--- config.mk ---
export PLATFORM = sky130hd
export DESIGN_NAME = dmacc_top
export DESIGN_NICKNAME = d
export VERILOG_FILES = /design/src/logic/dmacc_pkg.sv /design/src/logic/dmacc_top.sv
export SDC_FILE = /design/constraint.sdc
export NUM_CORES = 2
export LEC_CHECK = 0
export BUFFER_PORTS_ARGS = -buffer_cell sky130_fd_sc_hd__buf_4
export CAP_MARGIN = 10
export CORE_MARGIN = 2
export CORE_UTILIZATION = 50
export DETAILED_ROUTE_END_ITERATION = 16
export PLACE_DENSITY = 0.75
export SYNTH_ARGS = -nofsm -noshare
export SYNTH_HDL_FRONTEND = slang
export SYNTH_SLANG_ARGS = --single-unit
export TNS_END_PERCENT = 20
--- constraint.sdc ---
create_clock -name aclk -period 5.7 [get_ports aclk]
set_input_delay 0.285 -clock aclk [delete_from_list [all_inputs] [get_ports aclk]]
set_output_delay 0.285 -clock aclk [all_outputs]
set_load 0.02 [all_outputs]
--- src/logic/dmacc_pkg.sv ---
// Constants, field layout and helpers for the four-channel DMA control block.
// Assumes a 24-bit system address space and 32-bit AXI4-Lite data.
package dmacc_pkg;
	// ==========================================================
	// Channel count and register indices of channel 0
	// ==========================================================
	localparam int NCH = 4;
	localparam logic [23:0] CTL_IDX = 24'hFFE410;
	localparam logic [23:0] CTL_LO_IDX = 24'hFFE411;
	localparam logic [23:0] CNT_HI_IDX = 24'hFFE412;
	localparam logic [23:0] CNT_LO_IDX = 24'hFFE413;
	localparam logic [23:0] DST_U_IDX = 24'hFFE415;
	localparam logic [23:0] DST_H_IDX = 24'hFFE416;
	localparam logic [23:0] DST_L_IDX = 24'hFFE417;
	localparam logic [23:0] SRC_U_IDX = 24'hFFE419;
	localparam logic [23:0] SRC_H_IDX = 24'hFFE41A;
	localparam logic [23:0] SRC_L_IDX = 24'hFFE41B;
	localparam logic [23:0] LP_U_IDX = 24'hFFE41D;
	localparam logic [23:0] LP_H_IDX = 24'hFFE41E;
	localparam logic [23:0] LP_L_IDX = 24'hFFE41F;
	localparam logic [23:0] CH_SPAN = 24'h000040;
	localparam logic [5:0] ADDR_TOP_ZERO = 6'h00;
	// Index within one channel's 16-register window
	localparam logic [3:0] SUB_CTL = 4'(CTL_IDX - CTL_IDX);
	localparam logic [3:0] SUB_CTL_LO = 4'(CTL_LO_IDX - CTL_IDX);
	localparam logic [3:0] SUB_CNT_HI = 4'(CNT_HI_IDX - CTL_IDX);
	localparam logic [3:0] SUB_CNT_LO = 4'(CNT_LO_IDX - CTL_IDX);
	localparam logic [3:0] SUB_DST_U = 4'(DST_U_IDX - CTL_IDX);
	localparam logic [3:0] SUB_DST_H = 4'(DST_H_IDX - CTL_IDX);
	localparam logic [3:0] SUB_DST_L = 4'(DST_L_IDX - CTL_IDX);
	localparam logic [3:0] SUB_SRC_U = 4'(SRC_U_IDX - CTL_IDX);
	localparam logic [3:0] SUB_SRC_H = 4'(SRC_H_IDX - CTL_IDX);
	localparam logic [3:0] SUB_SRC_L = 4'(SRC_L_IDX - CTL_IDX);
	localparam logic [3:0] SUB_LP_U = 4'(LP_U_IDX - CTL_IDX);
	localparam logic [3:0] SUB_LP_H = 4'(LP_H_IDX - CTL_IDX);
	localparam logic [3:0] SUB_LP_L = 4'(LP_L_IDX - CTL_IDX);

	// ==========================================================
	// Control register fields and encodings
	// ==========================================================
	localparam int B_EN = 15;
	localparam int B_LOOP = 14;
	localparam int B_WID = 12;
	localparam int B_DST = 10;
	localparam int B_SRC = 8;
	localparam int B_BUFFER_END_IRQ_EN = 7;
	localparam int B_JUMP = 6;
	localparam int B_EOF = 5;
	localparam int B_HALT = 4;
	localparam int B_CMD = 0;
	localparam logic [1:0] WID_BYTE = 2'h0;
	localparam logic [1:0] WID_WORD = 2'h1;
	localparam logic [1:0] WID_QUAD = 2'h2;
	localparam logic [1:0] STEP_INC = 2'h1;
	localparam logic [1:0] STEP_DEC = 2'h2;
	localparam logic [23:0] LIST_STEP = 24'h000010;
	localparam logic [15:0] CNT_ONE = 16'h0001;
	localparam logic [1:0] RESP_OKAY = 2'h0;
	localparam logic [1:0] RESP_SLVERR = 2'h2;

	// ==========================================================
	// Descriptor layout (one 128-bit beat)
	// ==========================================================
	localparam int DESC_CTL_LSB = 112;
	localparam int DESC_CNT_LSB = 96;
	localparam int DESC_SRC_LSB = 72;
	localparam int DESC_DST_LSB = 48;
	localparam int DESC_NEXT_LSB = 24;

	typedef enum logic [2:0] {
		ST_IDLE, ST_FETCH, ST_XFER, ST_STAT, ST_CLOSE, ST_WBACK, ST_FINISH
	} dmacc_state_t;

	// Bytes moved per transfer; the reserved code behaves as a byte
	function automatic logic [23:0] width_bytes(input logic [1:0] wid);
		unique case (wid)
			WID_WORD: return 24'h000002;
			WID_QUAD: return 24'h000004;
			default: return 24'h000001;
		endcase
	endfunction : width_bytes

	// Next address after one transfer for a given stepping mode
	function automatic logic [23:0] step_addr(input logic [23:0] a,
			input logic [1:0] mode, input logic [1:0] wid);
		unique case (mode)
			STEP_INC: return a + width_bytes(wid);
			STEP_DEC: return a - width_bytes(wid);
			default: return a;
		endcase
	endfunction : step_addr
endpackage : dmacc_pkg

--- src/logic/dmacc_top.sv ---
// Four-channel DMA control: per-channel registers on AXI4-Lite, a
// shared transfer sequencer, peripheral command bus and descriptor port.
// Assumes the system bus moves data and descriptors on request.
`timescale 1ns/1ps
module dmacc_top
	import dmacc_pkg::*;
(
	input wire logic aclk, // System clock, 250 MHz
	input wire logic aresetn, // Synchronous reset, active low
	input wire logic [31:0] s_axi_awaddr, // Write address
	input wire logic s_axi_awvalid, // Write address valid
	output logic s_axi_awready, // Write address ready
	input wire logic [31:0] s_axi_wdata, // Write data
	input wire logic [3:0] s_axi_wstrb, // Write byte strobes
	input wire logic s_axi_wvalid, // Write data valid
	output logic s_axi_wready, // Write data ready
	output logic [1:0] s_axi_bresp, // Write response
	output logic s_axi_bvalid, // Write response valid
	input wire logic s_axi_bready, // Write response ready
	input wire logic [31:0] s_axi_araddr, // Read address
	input wire logic s_axi_arvalid, // Read address valid
	output logic s_axi_arready, // Read address ready
	output logic [31:0] s_axi_rdata, // Read data
	output logic [1:0] s_axi_rresp, // Read response
	output logic s_axi_rvalid, // Read data valid
	input wire logic s_axi_rready, // Read data ready
	input wire logic [NCH-1:0] xfer_req, // Peripheral transfer requests
	input wire logic [NCH-1:0] eof_req, // Peripheral end-of-frame stop
	output logic xfer_valid, // Transfer request to system bus
	input wire logic xfer_ready, // Transfer accepted
	output logic [1:0] xfer_chan, // Channel of the transfer
	output logic [23:0] xfer_src, // Source address
	output logic [23:0] xfer_dst, // Destination address
	output logic [1:0] xfer_width, // Transfer width code
	output logic [3:0] peripheral_cmd_bus, // Command field to peripheral
	output logic peripheral_cmd_strobe, // Command valid, first transfer
	output logic stat_req, // Status wanted from peripheral
	input wire logic stat_valid, // Status supplied
	input wire logic [3:0] stat_data, // Status value
	output logic desc_valid, // Descriptor access request
	input wire logic desc_ready, // Descriptor access done
	output logic desc_we, // Descriptor write-back
	output logic [23:0] desc_addr, // Descriptor address
	output logic [31:0] desc_wdata, // Control and length write-back
	input wire logic [127:0] desc_rdata, // Fetched descriptor
	output logic [NCH-1:0] irq_pulse // Per-channel interrupt event
);

	// ==========================================================
	// State
	// ==========================================================
	logic [15:0] ctl_reg [NCH];
	logic [15:0] cnt_reg [NCH];
	logic [23:0] src_reg [NCH];
	logic [23:0] dst_reg [NCH];
	logic [23:0] lp_reg [NCH];
	logic [23:0] next_lp_reg [NCH];
	logic [NCH-1:0] list_mode_reg;
	logic [NCH-1:0] fetch_pend_reg;
	logic [NCH-1:0] first_reg;
	dmacc_state_t state_reg;
	logic [1:0] cur_reg;
	logic term_reg;
	logic cmd_first_reg;
	logic [23:0] src_out_reg;
	logic [23:0] dst_out_reg;
	logic [1:0] wid_out_reg;
	logic [3:0] cmd_out_reg;
	logic [23:0] desc_addr_reg;
	logic [31:0] desc_wdata_reg;
	logic [NCH-1:0] irq_reg;
	logic aw_hold_reg;
	logic w_hold_reg;
	logic bvalid_reg;
	logic rvalid_reg;
	logic [31:0] aw_addr_reg;
	logic [31:0] w_data_reg;
	logic [3:0] w_strb_reg;
	logic [1:0] bresp_reg;
	logic [1:0] rresp_reg;
	logic [31:0] rdata_reg;

	// Address decode: {hit, channel, index within channel}
	function automatic logic [6:0] reg_decode(input logic [31:0] addr);
		logic [23:0] rel;
		rel = addr[25:2] - CTL_IDX;
		return {(addr[31:26] == ADDR_TOP_ZERO) && (rel < CH_SPAN),
			rel[5:4], rel[3:0]};
	endfunction : reg_decode

	// Holes in the channel window answer with an error
	function automatic logic sub_mapped(input logic [3:0] sub);
		case (sub)
			SUB_CTL, SUB_CTL_LO, SUB_CNT_HI, SUB_CNT_LO,
			SUB_DST_U, SUB_DST_H, SUB_DST_L,
			SUB_SRC_U, SUB_SRC_H, SUB_SRC_L,
			SUB_LP_U, SUB_LP_H, SUB_LP_L: return 1'b1;
			default: return 1'b0;
		endcase
	endfunction : sub_mapped

	// ==========================================================
	// AXI4-Lite slave
	// ==========================================================
	logic [6:0] wdec;
	logic [6:0] rdec;
	logic wr_fire;
	logic wr_hit;
	logic rd_ok;
	logic [31:0] rd_val;
	logic [1:0] wch;
	logic [1:0] rch;

	// Address and data are taken in either order, one write at a time
	assign s_axi_awready = !aw_hold_reg && !bvalid_reg;
	assign s_axi_wready = !w_hold_reg && !bvalid_reg;
	assign s_axi_arready = !rvalid_reg;
	assign s_axi_bvalid = bvalid_reg;
	assign s_axi_bresp = bresp_reg;
	assign s_axi_rvalid = rvalid_reg;
	assign s_axi_rresp = rresp_reg;
	assign s_axi_rdata = rdata_reg;
	assign wdec = reg_decode(aw_addr_reg);
	assign rdec = reg_decode(s_axi_araddr);
	assign wch = wdec[5:4];
	assign rch = rdec[5:4];
	assign wr_fire = aw_hold_reg && w_hold_reg && !bvalid_reg;
	assign wr_hit = wdec[6] && sub_mapped(wdec[3:0]);
	assign rd_ok = rdec[6] && sub_mapped(rdec[3:0]);

	// Write channel capture and response
	always_ff @(posedge aclk) begin
		if (!aresetn) begin
			aw_hold_reg <= 1'b0;
			w_hold_reg <= 1'b0;
			bvalid_reg <= 1'b0;
			aw_addr_reg <= '0;
			w_data_reg <= '0;
			w_strb_reg <= '0;
			bresp_reg <= RESP_OKAY;
		end else begin
			if (s_axi_awvalid && s_axi_awready) begin
				aw_hold_reg <= 1'b1;
				aw_addr_reg <= s_axi_awaddr;
			end
			if (s_axi_wvalid && s_axi_wready) begin
				w_hold_reg <= 1'b1;
				w_data_reg <= s_axi_wdata;
				w_strb_reg <= s_axi_wstrb;
			end
			if (wr_fire) begin
				aw_hold_reg <= 1'b0;
				w_hold_reg <= 1'b0;
				bvalid_reg <= 1'b1;
				bresp_reg <= wr_hit ? RESP_OKAY : RESP_SLVERR;
			end else if (s_axi_bready && bvalid_reg) begin
				bvalid_reg <= 1'b0;
			end
		end
	end

	// Read value: narrow registers sit in the low bits
	always_comb begin
		rd_val = '0;
		case (rdec[3:0])
			SUB_CTL: rd_val[15:0] = ctl_reg[rch];
			SUB_CTL_LO: rd_val[7:0] = ctl_reg[rch][7:0];
			SUB_CNT_HI: rd_val[7:0] = cnt_reg[rch][15:8];
			SUB_CNT_LO: rd_val[7:0] = cnt_reg[rch][7:0];
			SUB_DST_U: rd_val[7:0] = dst_reg[rch][23:16];
			SUB_DST_H: rd_val[7:0] = dst_reg[rch][15:8];
			SUB_DST_L: rd_val[7:0] = dst_reg[rch][7:0];
			SUB_SRC_U: rd_val[7:0] = src_reg[rch][23:16];
			SUB_SRC_H: rd_val[7:0] = src_reg[rch][15:8];
			SUB_SRC_L: rd_val[7:0] = src_reg[rch][7:0];
			SUB_LP_U: rd_val[7:0] = lp_reg[rch][23:16];
			SUB_LP_H: rd_val[7:0] = lp_reg[rch][15:8];
			SUB_LP_L: rd_val[7:0] = lp_reg[rch][7:0];
			default: rd_val = '0;
		endcase
		if (!rd_ok) begin
			rd_val = '0;
		end
	end

	// Read channel: data one edge after the address is taken
	always_ff @(posedge aclk) begin
		if (!aresetn) begin
			rvalid_reg <= 1'b0;
			rdata_reg <= '0;
			rresp_reg <= RESP_OKAY;
		end else if (s_axi_arvalid && s_axi_arready) begin
			rvalid_reg <= 1'b1;
			rdata_reg <= rd_val;
			rresp_reg <= rd_ok ? RESP_OKAY : RESP_SLVERR;
		end else if (s_axi_rready && rvalid_reg) begin
			rvalid_reg <= 1'b0;
		end
	end

	// ==========================================================
	// Channel pick and sequencer events
	// ==========================================================
	logic [1:0] pick;
	logic pick_any;
	logic pick_fetch;
	logic ev_load;
	logic ev_xfer;
	logic ev_stat;
	logic ev_finish;
	logic xfer_last;

	// Fixed priority, channel 0 highest; idle channels are never picked
	always_comb begin
		pick = '0;
		pick_any = 1'b0;
		pick_fetch = 1'b0;
		for (int i = NCH - 1; i >= 0; i--) begin
			if (fetch_pend_reg[i] || (ctl_reg[i][B_EN] && xfer_req[i] &&
					cnt_reg[i] != '0)) begin
				pick = 2'(i);
				pick_any = 1'b1;
				pick_fetch = fetch_pend_reg[i];
			end
		end
	end

	assign ev_load = (state_reg == ST_FETCH) && desc_ready;
	assign ev_xfer = (state_reg == ST_XFER) && xfer_ready;
	assign ev_stat = (state_reg == ST_STAT) && stat_valid;
	assign ev_finish = (state_reg == ST_FINISH);
	// Buffer ends at count zero or on a peripheral frame stop
	assign xfer_last = (cnt_reg[cur_reg] == CNT_ONE) ||
		eof_req[cur_reg];

	// Handshake outputs follow the state; data come from flip-flops
	assign xfer_valid = (state_reg == ST_XFER);
	assign xfer_chan = cur_reg;
	assign xfer_src = src_out_reg;
	assign xfer_dst = dst_out_reg;
	assign xfer_width = wid_out_reg;
	assign peripheral_cmd_bus = cmd_out_reg;
	assign peripheral_cmd_strobe = xfer_valid && cmd_first_reg;
	assign stat_req = (state_reg == ST_STAT);
	assign desc_valid = (state_reg == ST_FETCH) || (state_reg == ST_WBACK);
	assign desc_we = (state_reg == ST_WBACK);
	assign desc_addr = desc_addr_reg;
	assign desc_wdata = desc_wdata_reg;
	assign irq_pulse = irq_reg;

	// ==========================================================
	// Sequencer: one channel served at a time
	// ==========================================================
	always_ff @(posedge aclk) begin
		if (!aresetn) begin
			state_reg <= ST_IDLE;
			cur_reg <= '0;
			term_reg <= 1'b0;
			cmd_first_reg <= 1'b0;
			src_out_reg <= '0;
			dst_out_reg <= '0;
			wid_out_reg <= WID_BYTE;
			cmd_out_reg <= '0;
			desc_addr_reg <= '0;
			desc_wdata_reg <= '0;
			irq_reg <= '0;
		end else begin
			irq_reg <= '0;
			unique case (state_reg)
				ST_IDLE: begin
					if (pick_any) begin
						cur_reg <= pick;
						if (pick_fetch) begin
							desc_addr_reg <= lp_reg[pick];
							state_reg <= ST_FETCH;
						end else begin
							src_out_reg <= src_reg[pick];
							dst_out_reg <= dst_reg[pick];
							wid_out_reg <= ctl_reg[pick][B_WID +: 2];
							cmd_out_reg <= ctl_reg[pick][B_CMD +: 4];
							cmd_first_reg <= first_reg[pick];
							state_reg <= ST_XFER;
						end
					end
				end
				ST_FETCH: begin
					if (desc_ready) begin
						state_reg <= ST_IDLE;
					end
				end
				ST_XFER: begin
					if (xfer_ready) begin
						term_reg <= eof_req[cur_reg];
						cmd_first_reg <= 1'b0;
						if (xfer_last) begin
							// Frame-final buffers collect status first
							state_reg <= ctl_reg[cur_reg][B_EOF] ?
								ST_STAT : ST_CLOSE;
						end else begin
							state_reg <= ST_IDLE;
						end
					end
				end
				ST_STAT: begin
					if (stat_valid) begin
						state_reg <= ST_CLOSE;
					end
				end
				ST_CLOSE: begin
					if (list_mode_reg[cur_reg] &&
							!ctl_reg[cur_reg][B_LOOP]) begin
						desc_addr_reg <= lp_reg[cur_reg];
						desc_wdata_reg <= {ctl_reg[cur_reg],
							cnt_reg[cur_reg]};
						state_reg <= ST_WBACK;
					end else begin
						state_reg <= ST_FINISH;
					end
				end
				ST_WBACK: begin
					if (desc_ready) begin
						state_reg <= ST_FINISH;
					end
				end
				ST_FINISH: begin
					if (ctl_reg[cur_reg][B_BUFFER_END_IRQ_EN] || term_reg) begin
						irq_reg[cur_reg] <= 1'b1;
					end
					state_reg <= ST_IDLE;
				end
			endcase
		end
	end

	// ==========================================================
	// Channel register file: engine updates, then bus writes win
	// ==========================================================
	always_ff @(posedge aclk) begin
		if (!aresetn) begin
			for (int i = 0; i < NCH; i++) begin
				ctl_reg[i] <= '0;
				cnt_reg[i] <= '0;
				src_reg[i] <= '0;
				dst_reg[i] <= '0;
				lp_reg[i] <= '0;
				next_lp_reg[i] <= '0;
			end
			list_mode_reg <= '0;
			fetch_pend_reg <= '0;
			first_reg <= '0;
		end else begin
			if (ev_load) begin
				// Enable taken from a descriptor runs the list
				ctl_reg[cur_reg] <= desc_rdata[DESC_CTL_LSB +: 16];
				cnt_reg[cur_reg] <= desc_rdata[DESC_CNT_LSB +: 16];
				src_reg[cur_reg] <= desc_rdata[DESC_SRC_LSB +: 24];
				dst_reg[cur_reg] <= desc_rdata[DESC_DST_LSB +: 24];
				next_lp_reg[cur_reg] <= desc_rdata[DESC_NEXT_LSB +: 24];
				fetch_pend_reg[cur_reg] <= 1'b0;
				first_reg[cur_reg] <= 1'b1;
			end
			if (ev_xfer) begin
				cnt_reg[cur_reg] <= cnt_reg[cur_reg] - CNT_ONE;
				src_reg[cur_reg] <= step_addr(src_reg[cur_reg],
					ctl_reg[cur_reg][B_SRC +: 2],
					ctl_reg[cur_reg][B_WID +: 2]);
				dst_reg[cur_reg] <= step_addr(dst_reg[cur_reg],
					ctl_reg[cur_reg][B_DST +: 2],
					ctl_reg[cur_reg][B_WID +: 2]);
				first_reg[cur_reg] <= 1'b0;
			end
			if (ev_stat) begin
				ctl_reg[cur_reg][B_CMD +: 4] <= stat_data;
			end
			if (ev_finish) begin
				if (!list_mode_reg[cur_reg]) begin
					ctl_reg[cur_reg][B_EN] <= 1'b0;
				end else begin
					lp_reg[cur_reg] <= ctl_reg[cur_reg][B_JUMP] ?
						next_lp_reg[cur_reg] :
						lp_reg[cur_reg] + LIST_STEP;
					if (ctl_reg[cur_reg][B_HALT]) begin
						ctl_reg[cur_reg][B_EN] <= 1'b0;
					end else begin
						fetch_pend_reg[cur_reg] <= 1'b1;
					end
				end
			end
			if (wr_fire && wr_hit && w_strb_reg[0]) begin
				case (wdec[3:0])
					SUB_CTL, SUB_CTL_LO: ctl_reg[wch][7:0] <= w_data_reg[7:0];
					SUB_CNT_HI: cnt_reg[wch][15:8] <= w_data_reg[7:0];
					SUB_CNT_LO: cnt_reg[wch][7:0] <= w_data_reg[7:0];
					SUB_DST_U: dst_reg[wch][23:16] <= w_data_reg[7:0];
					SUB_DST_H: dst_reg[wch][15:8] <= w_data_reg[7:0];
					SUB_DST_L: dst_reg[wch][7:0] <= w_data_reg[7:0];
					SUB_SRC_U: src_reg[wch][23:16] <= w_data_reg[7:0];
					SUB_SRC_H: src_reg[wch][15:8] <= w_data_reg[7:0];
					SUB_SRC_L: src_reg[wch][7:0] <= w_data_reg[7:0];
					SUB_LP_U: lp_reg[wch][23:16] <= w_data_reg[7:0];
					SUB_LP_H: lp_reg[wch][15:8] <= w_data_reg[7:0];
					SUB_LP_L: begin
						lp_reg[wch][7:0] <= w_data_reg[7:0];
						list_mode_reg[wch] <= 1'b1;
						fetch_pend_reg[wch] <= 1'b1;
					end
					default: ;
				endcase
			end
			// Direct enable write: set wins over a same-cycle engine clear
			if (wr_fire && wr_hit && w_strb_reg[1] &&
					wdec[3:0] == SUB_CTL) begin
				ctl_reg[wch][15:8] <= w_data_reg[15:8];
				list_mode_reg[wch] <= 1'b0;
				fetch_pend_reg[wch] <= 1'b0;
				first_reg[wch] <= w_data_reg[B_EN];
			end
		end
	end
endmodule : dmacc_top

==> impl_metrics.tcl <==
set metrics [dict create \
    status "finished clean" \
    fin_crit_ns 5.23 \
    worst_slack_ns 0.470 \
    grt_max_degree 103 \
    min_period_over_period_pct 91.8 \
    cpPeakStageDelay_ns 0.56 \
    path_buf_inv 2 \
    ys_dominant_reg_cell "edfxtp_1" \
    dieArea_um2 90300 \
    synth_edf_count 512 \
    final_common_cell "nand2_1" \
    syn_avg_cell_area_um2 9.58 \
    ys_types 84 \
    io_buffers 347 \
    critPathSlowestCell "a221oi_1" \
    rows 108 \
    tightestPinTransition_ns 1.30 \
    setup_violations 0 \
    crit_path_start_kind "flop" \
    fin_worst_skew_ns 0.0355 \
    p_leak_nw 19.1 \
    synth_seq_cells 717 \
    fp.dieW_um 300 \
    slew_headroom_pct 12.9 \
    critPathKind "flop to flop" \
    boundaryPins 412 \
    ys_warn_count 0 \
    seq_power_share_pct 38.2 \
    hold_path_class "primary input to flop" \
    cts_made_buffers 80 \
    first_iter_violations 6314 \
    finalHoldViolations 0 \
    drtAntennaViolNets 0 \
    dr.pass1.iters 7 \
    cp_data_arrival_time_ns 5.59 \
    core-area_um2 86900 \
    dp_slack_ns 0.721 \
    cts_resized 0 \
    via_per_inst 6.74 \
    fmax_ghz 0.191 \
    areaGrowthSynthToFinish_pct 15.7 \
    floorplan.initialDensity_pct 50.6 \
    yosys.area.top_type "edfxtp_1" \
    final_cell_mix "1113 x nand2_1, 512 x edfxtp_1, 434 x buf_4" \
    worstPathMaxFanout 24 \
    syn_area_um2 43900 \
    switchingPower_mw 5.67 \
    avgRoutedWirePerCell_um 28.1 \
    power.density_nw_per_um2 324 \
    grt_overflow_total 0 \
    fill_cells 7308 \
    finalSetupTns_ns 0 \
    cts_tree "yes" \
    drc 0 \
    cts_max_level 3 \
    gp_congestion 1.02 \
    place_hpwl_um 115000 \
    synthArstFlopShare_pct 0 \
    cts_root_buf "clkbuf_16" \
    rsz0062_at_grt "false" \
    syn_inst 4585 \
    final_layout_size_suffix_gt1_share_pct 18.2 \
    seq_area_frac_synth_pct 44.3 \
    report.final.slew_viol_count 0 \
    cts.sinks 717 \
    cp_cell_sequence "mux4_2 > inv_1 > ha_1 > buf_4 > nor2b_1 > ha_1 > o211ai_1 > a21oi_1 > o21ai_0 > o311ai_0 > a21oi_1 > or3_1 > mux2i_1 > a221oi_1 > o21ai_0" \
    vias 40700 \
    maxCapViolations 0 \
    critPathTopFamily "compound AO/OA/AOI/OAI gates" \
    cts_setup_buffers 0 \
    clk_latency_ns 0.67 \
    yosys-top-cells-area "edfxtp_1 35%, mux4_2 12%, nand2_1 9.5%" \
    swShare_pct 34.4 \
    postCtsHoldBufs 77 \
    clockBufferDepth 3 \
    die_h_um 300 \
    cp_data_required_time_ns 6.06 \
    grt_pass1_wl_um 246000 \
    cts.clk_slew.worst_paths_ns 0.06 \
    grt_pass1_vias 38400 \
    routed_wl_um 169000 \
    antenna_found_initial 8 \
    intPower_mw 10.8 \
    synth_top_area_share_pct 35.0 \
    track_usage_pct 36.6 \
    design_power_total_mw 16.5 \
    nets 5121 \
    peakVddDrop_mv 0.199 \
    clkPwrFrac_pct 32.6 \
    end_kind "flop" \
    power_frac_comb_pct 29.2 \
]
## kinds of logic after synthesis
| family | Yosys count | synth area share, % |
|---|---|---|
| adders and majority gates | 56 | 1.63 |
| buffers and inverters | 438 | 4.09 |
| and+or+nand+nor | 1937 | 19.8 |
| DFF | 717 | 44.3 |
| other | 1 | 0.00854 |
| xor gates and xnor gates | 68 | 1.36 |
| muxes | 295 | 13.5 |
| AOI/OAI and AO/OA | 1073 | 15.3 |
## synth_stat cells, types with 20 or more instances
cell      instances
a21o_1           38
a21oi_1         332
a22o_1           22
a22oi_1          32
a311o_1          54
and2_1           25
and3_1          172
buf_1            27
buf_2            56
buf_4            20
clkbuf_1        285
dfxtp_1         205
edfxtp_1        512
ha_1             54
inv_1            47
mux2_2           22
mux2i_1          37
mux4_2          235
nand2_1        1114
nand2b_1         33
nand3_1         106
nand4_1          27
nor2_1          248
nor2b_1          20
nor3_1           48
nor4_1           55
o211ai_1         29
o21ai_0         301
o31ai_1         153
xnor2_1          36
xor2_1           32
## worst reg2reg max path, delay by kind of cell (launching register included)
family / cells / cell delay (ns)
buf+inv: 2 / 0.48
compound gates: 7 / 2.09
mux: 2 / 0.68
fa+ha+maj: 2 / 0.65
flops: 1 / 0.45
simple gates: 2 / 0.59
## power by group through the flow
| stage | Sequential, mW | Clock [mW] | Combinational [mW] |
|---|---|---|---|
| final | 6.30 | 5.38 | 4.82 |
| after global placement | 6.37 | 0 | 4.53 |
| after global routing | 6.34 | 5.56 | 5.04 |
| after detailed placement | 6.39 | 0 | 4.57 |
| after CTS | 6.29 | 5.36 | 4.64 |
| after floorplan | 6.35 | 0 | 2.92 |
## final cells by class
cell class | instances | area [um^2] | share of cell area [%]
multi-input cells | 3447 | 22800 | 44.8
clock inverters | 31 | 328 | 0.645
clock buffers | 117 | 2380 | 4.69
diodes | 5 | 12.5 | 0.0246
repair buffers | 520 | 4190 | 8.24
inverters | 49 | 189 | 0.372
flip-flops and latches | 717 | 19500 | 38.3
well taps | 1155 | 1450 | 2.84
## metal layers
layer | GRT usage (%) | vias up | share of wire, %
li1 | - | 17400 | -
met1 | 46.0 | 19200 | 34
met2 | 53.9 | 3414 | 43
met3 | 13.5 | 664 | 16
met4 | 22.2 | 8 | 6.9
met5 | 0 | - | 0.026
## metrics by stage
step           area (um^2)  utilization (%)  hold WS [ns]  cells
6_report             50800             58.5       0.00746   6041
3_5_place_dp         47300             54.5         0.445   5810
3_3_place_gp         47300             54.5         0.437   5810
4_1_cts              50800             58.5       0.00436   6035
2_1_floorplan        44000                -         0.385   4602
5_1_grt              50800             58.5        0.0243   6038
## final timing paths
kind / from / endpoint / slack [ns] / cells after the start
worst min-delay path: desc_rdata[121] / ctl_reg[0][9]$_DFFE_PP_ / 0.007 / 3
worst min register to register: xfer_src[18]$_SDFFE_PN0P_ / xfer_src[18]$_SDFFE_PN0P_ / 0.45 / 2
worst max register to register: flop / src_reg[1][23]$_DFFE_PP_ / 0.47 / 15
worst max-delay path: flop / src_reg[1][23]$_DFFE_PP_ / 0.47 / 15
Power figures use the tool's default switching activity.
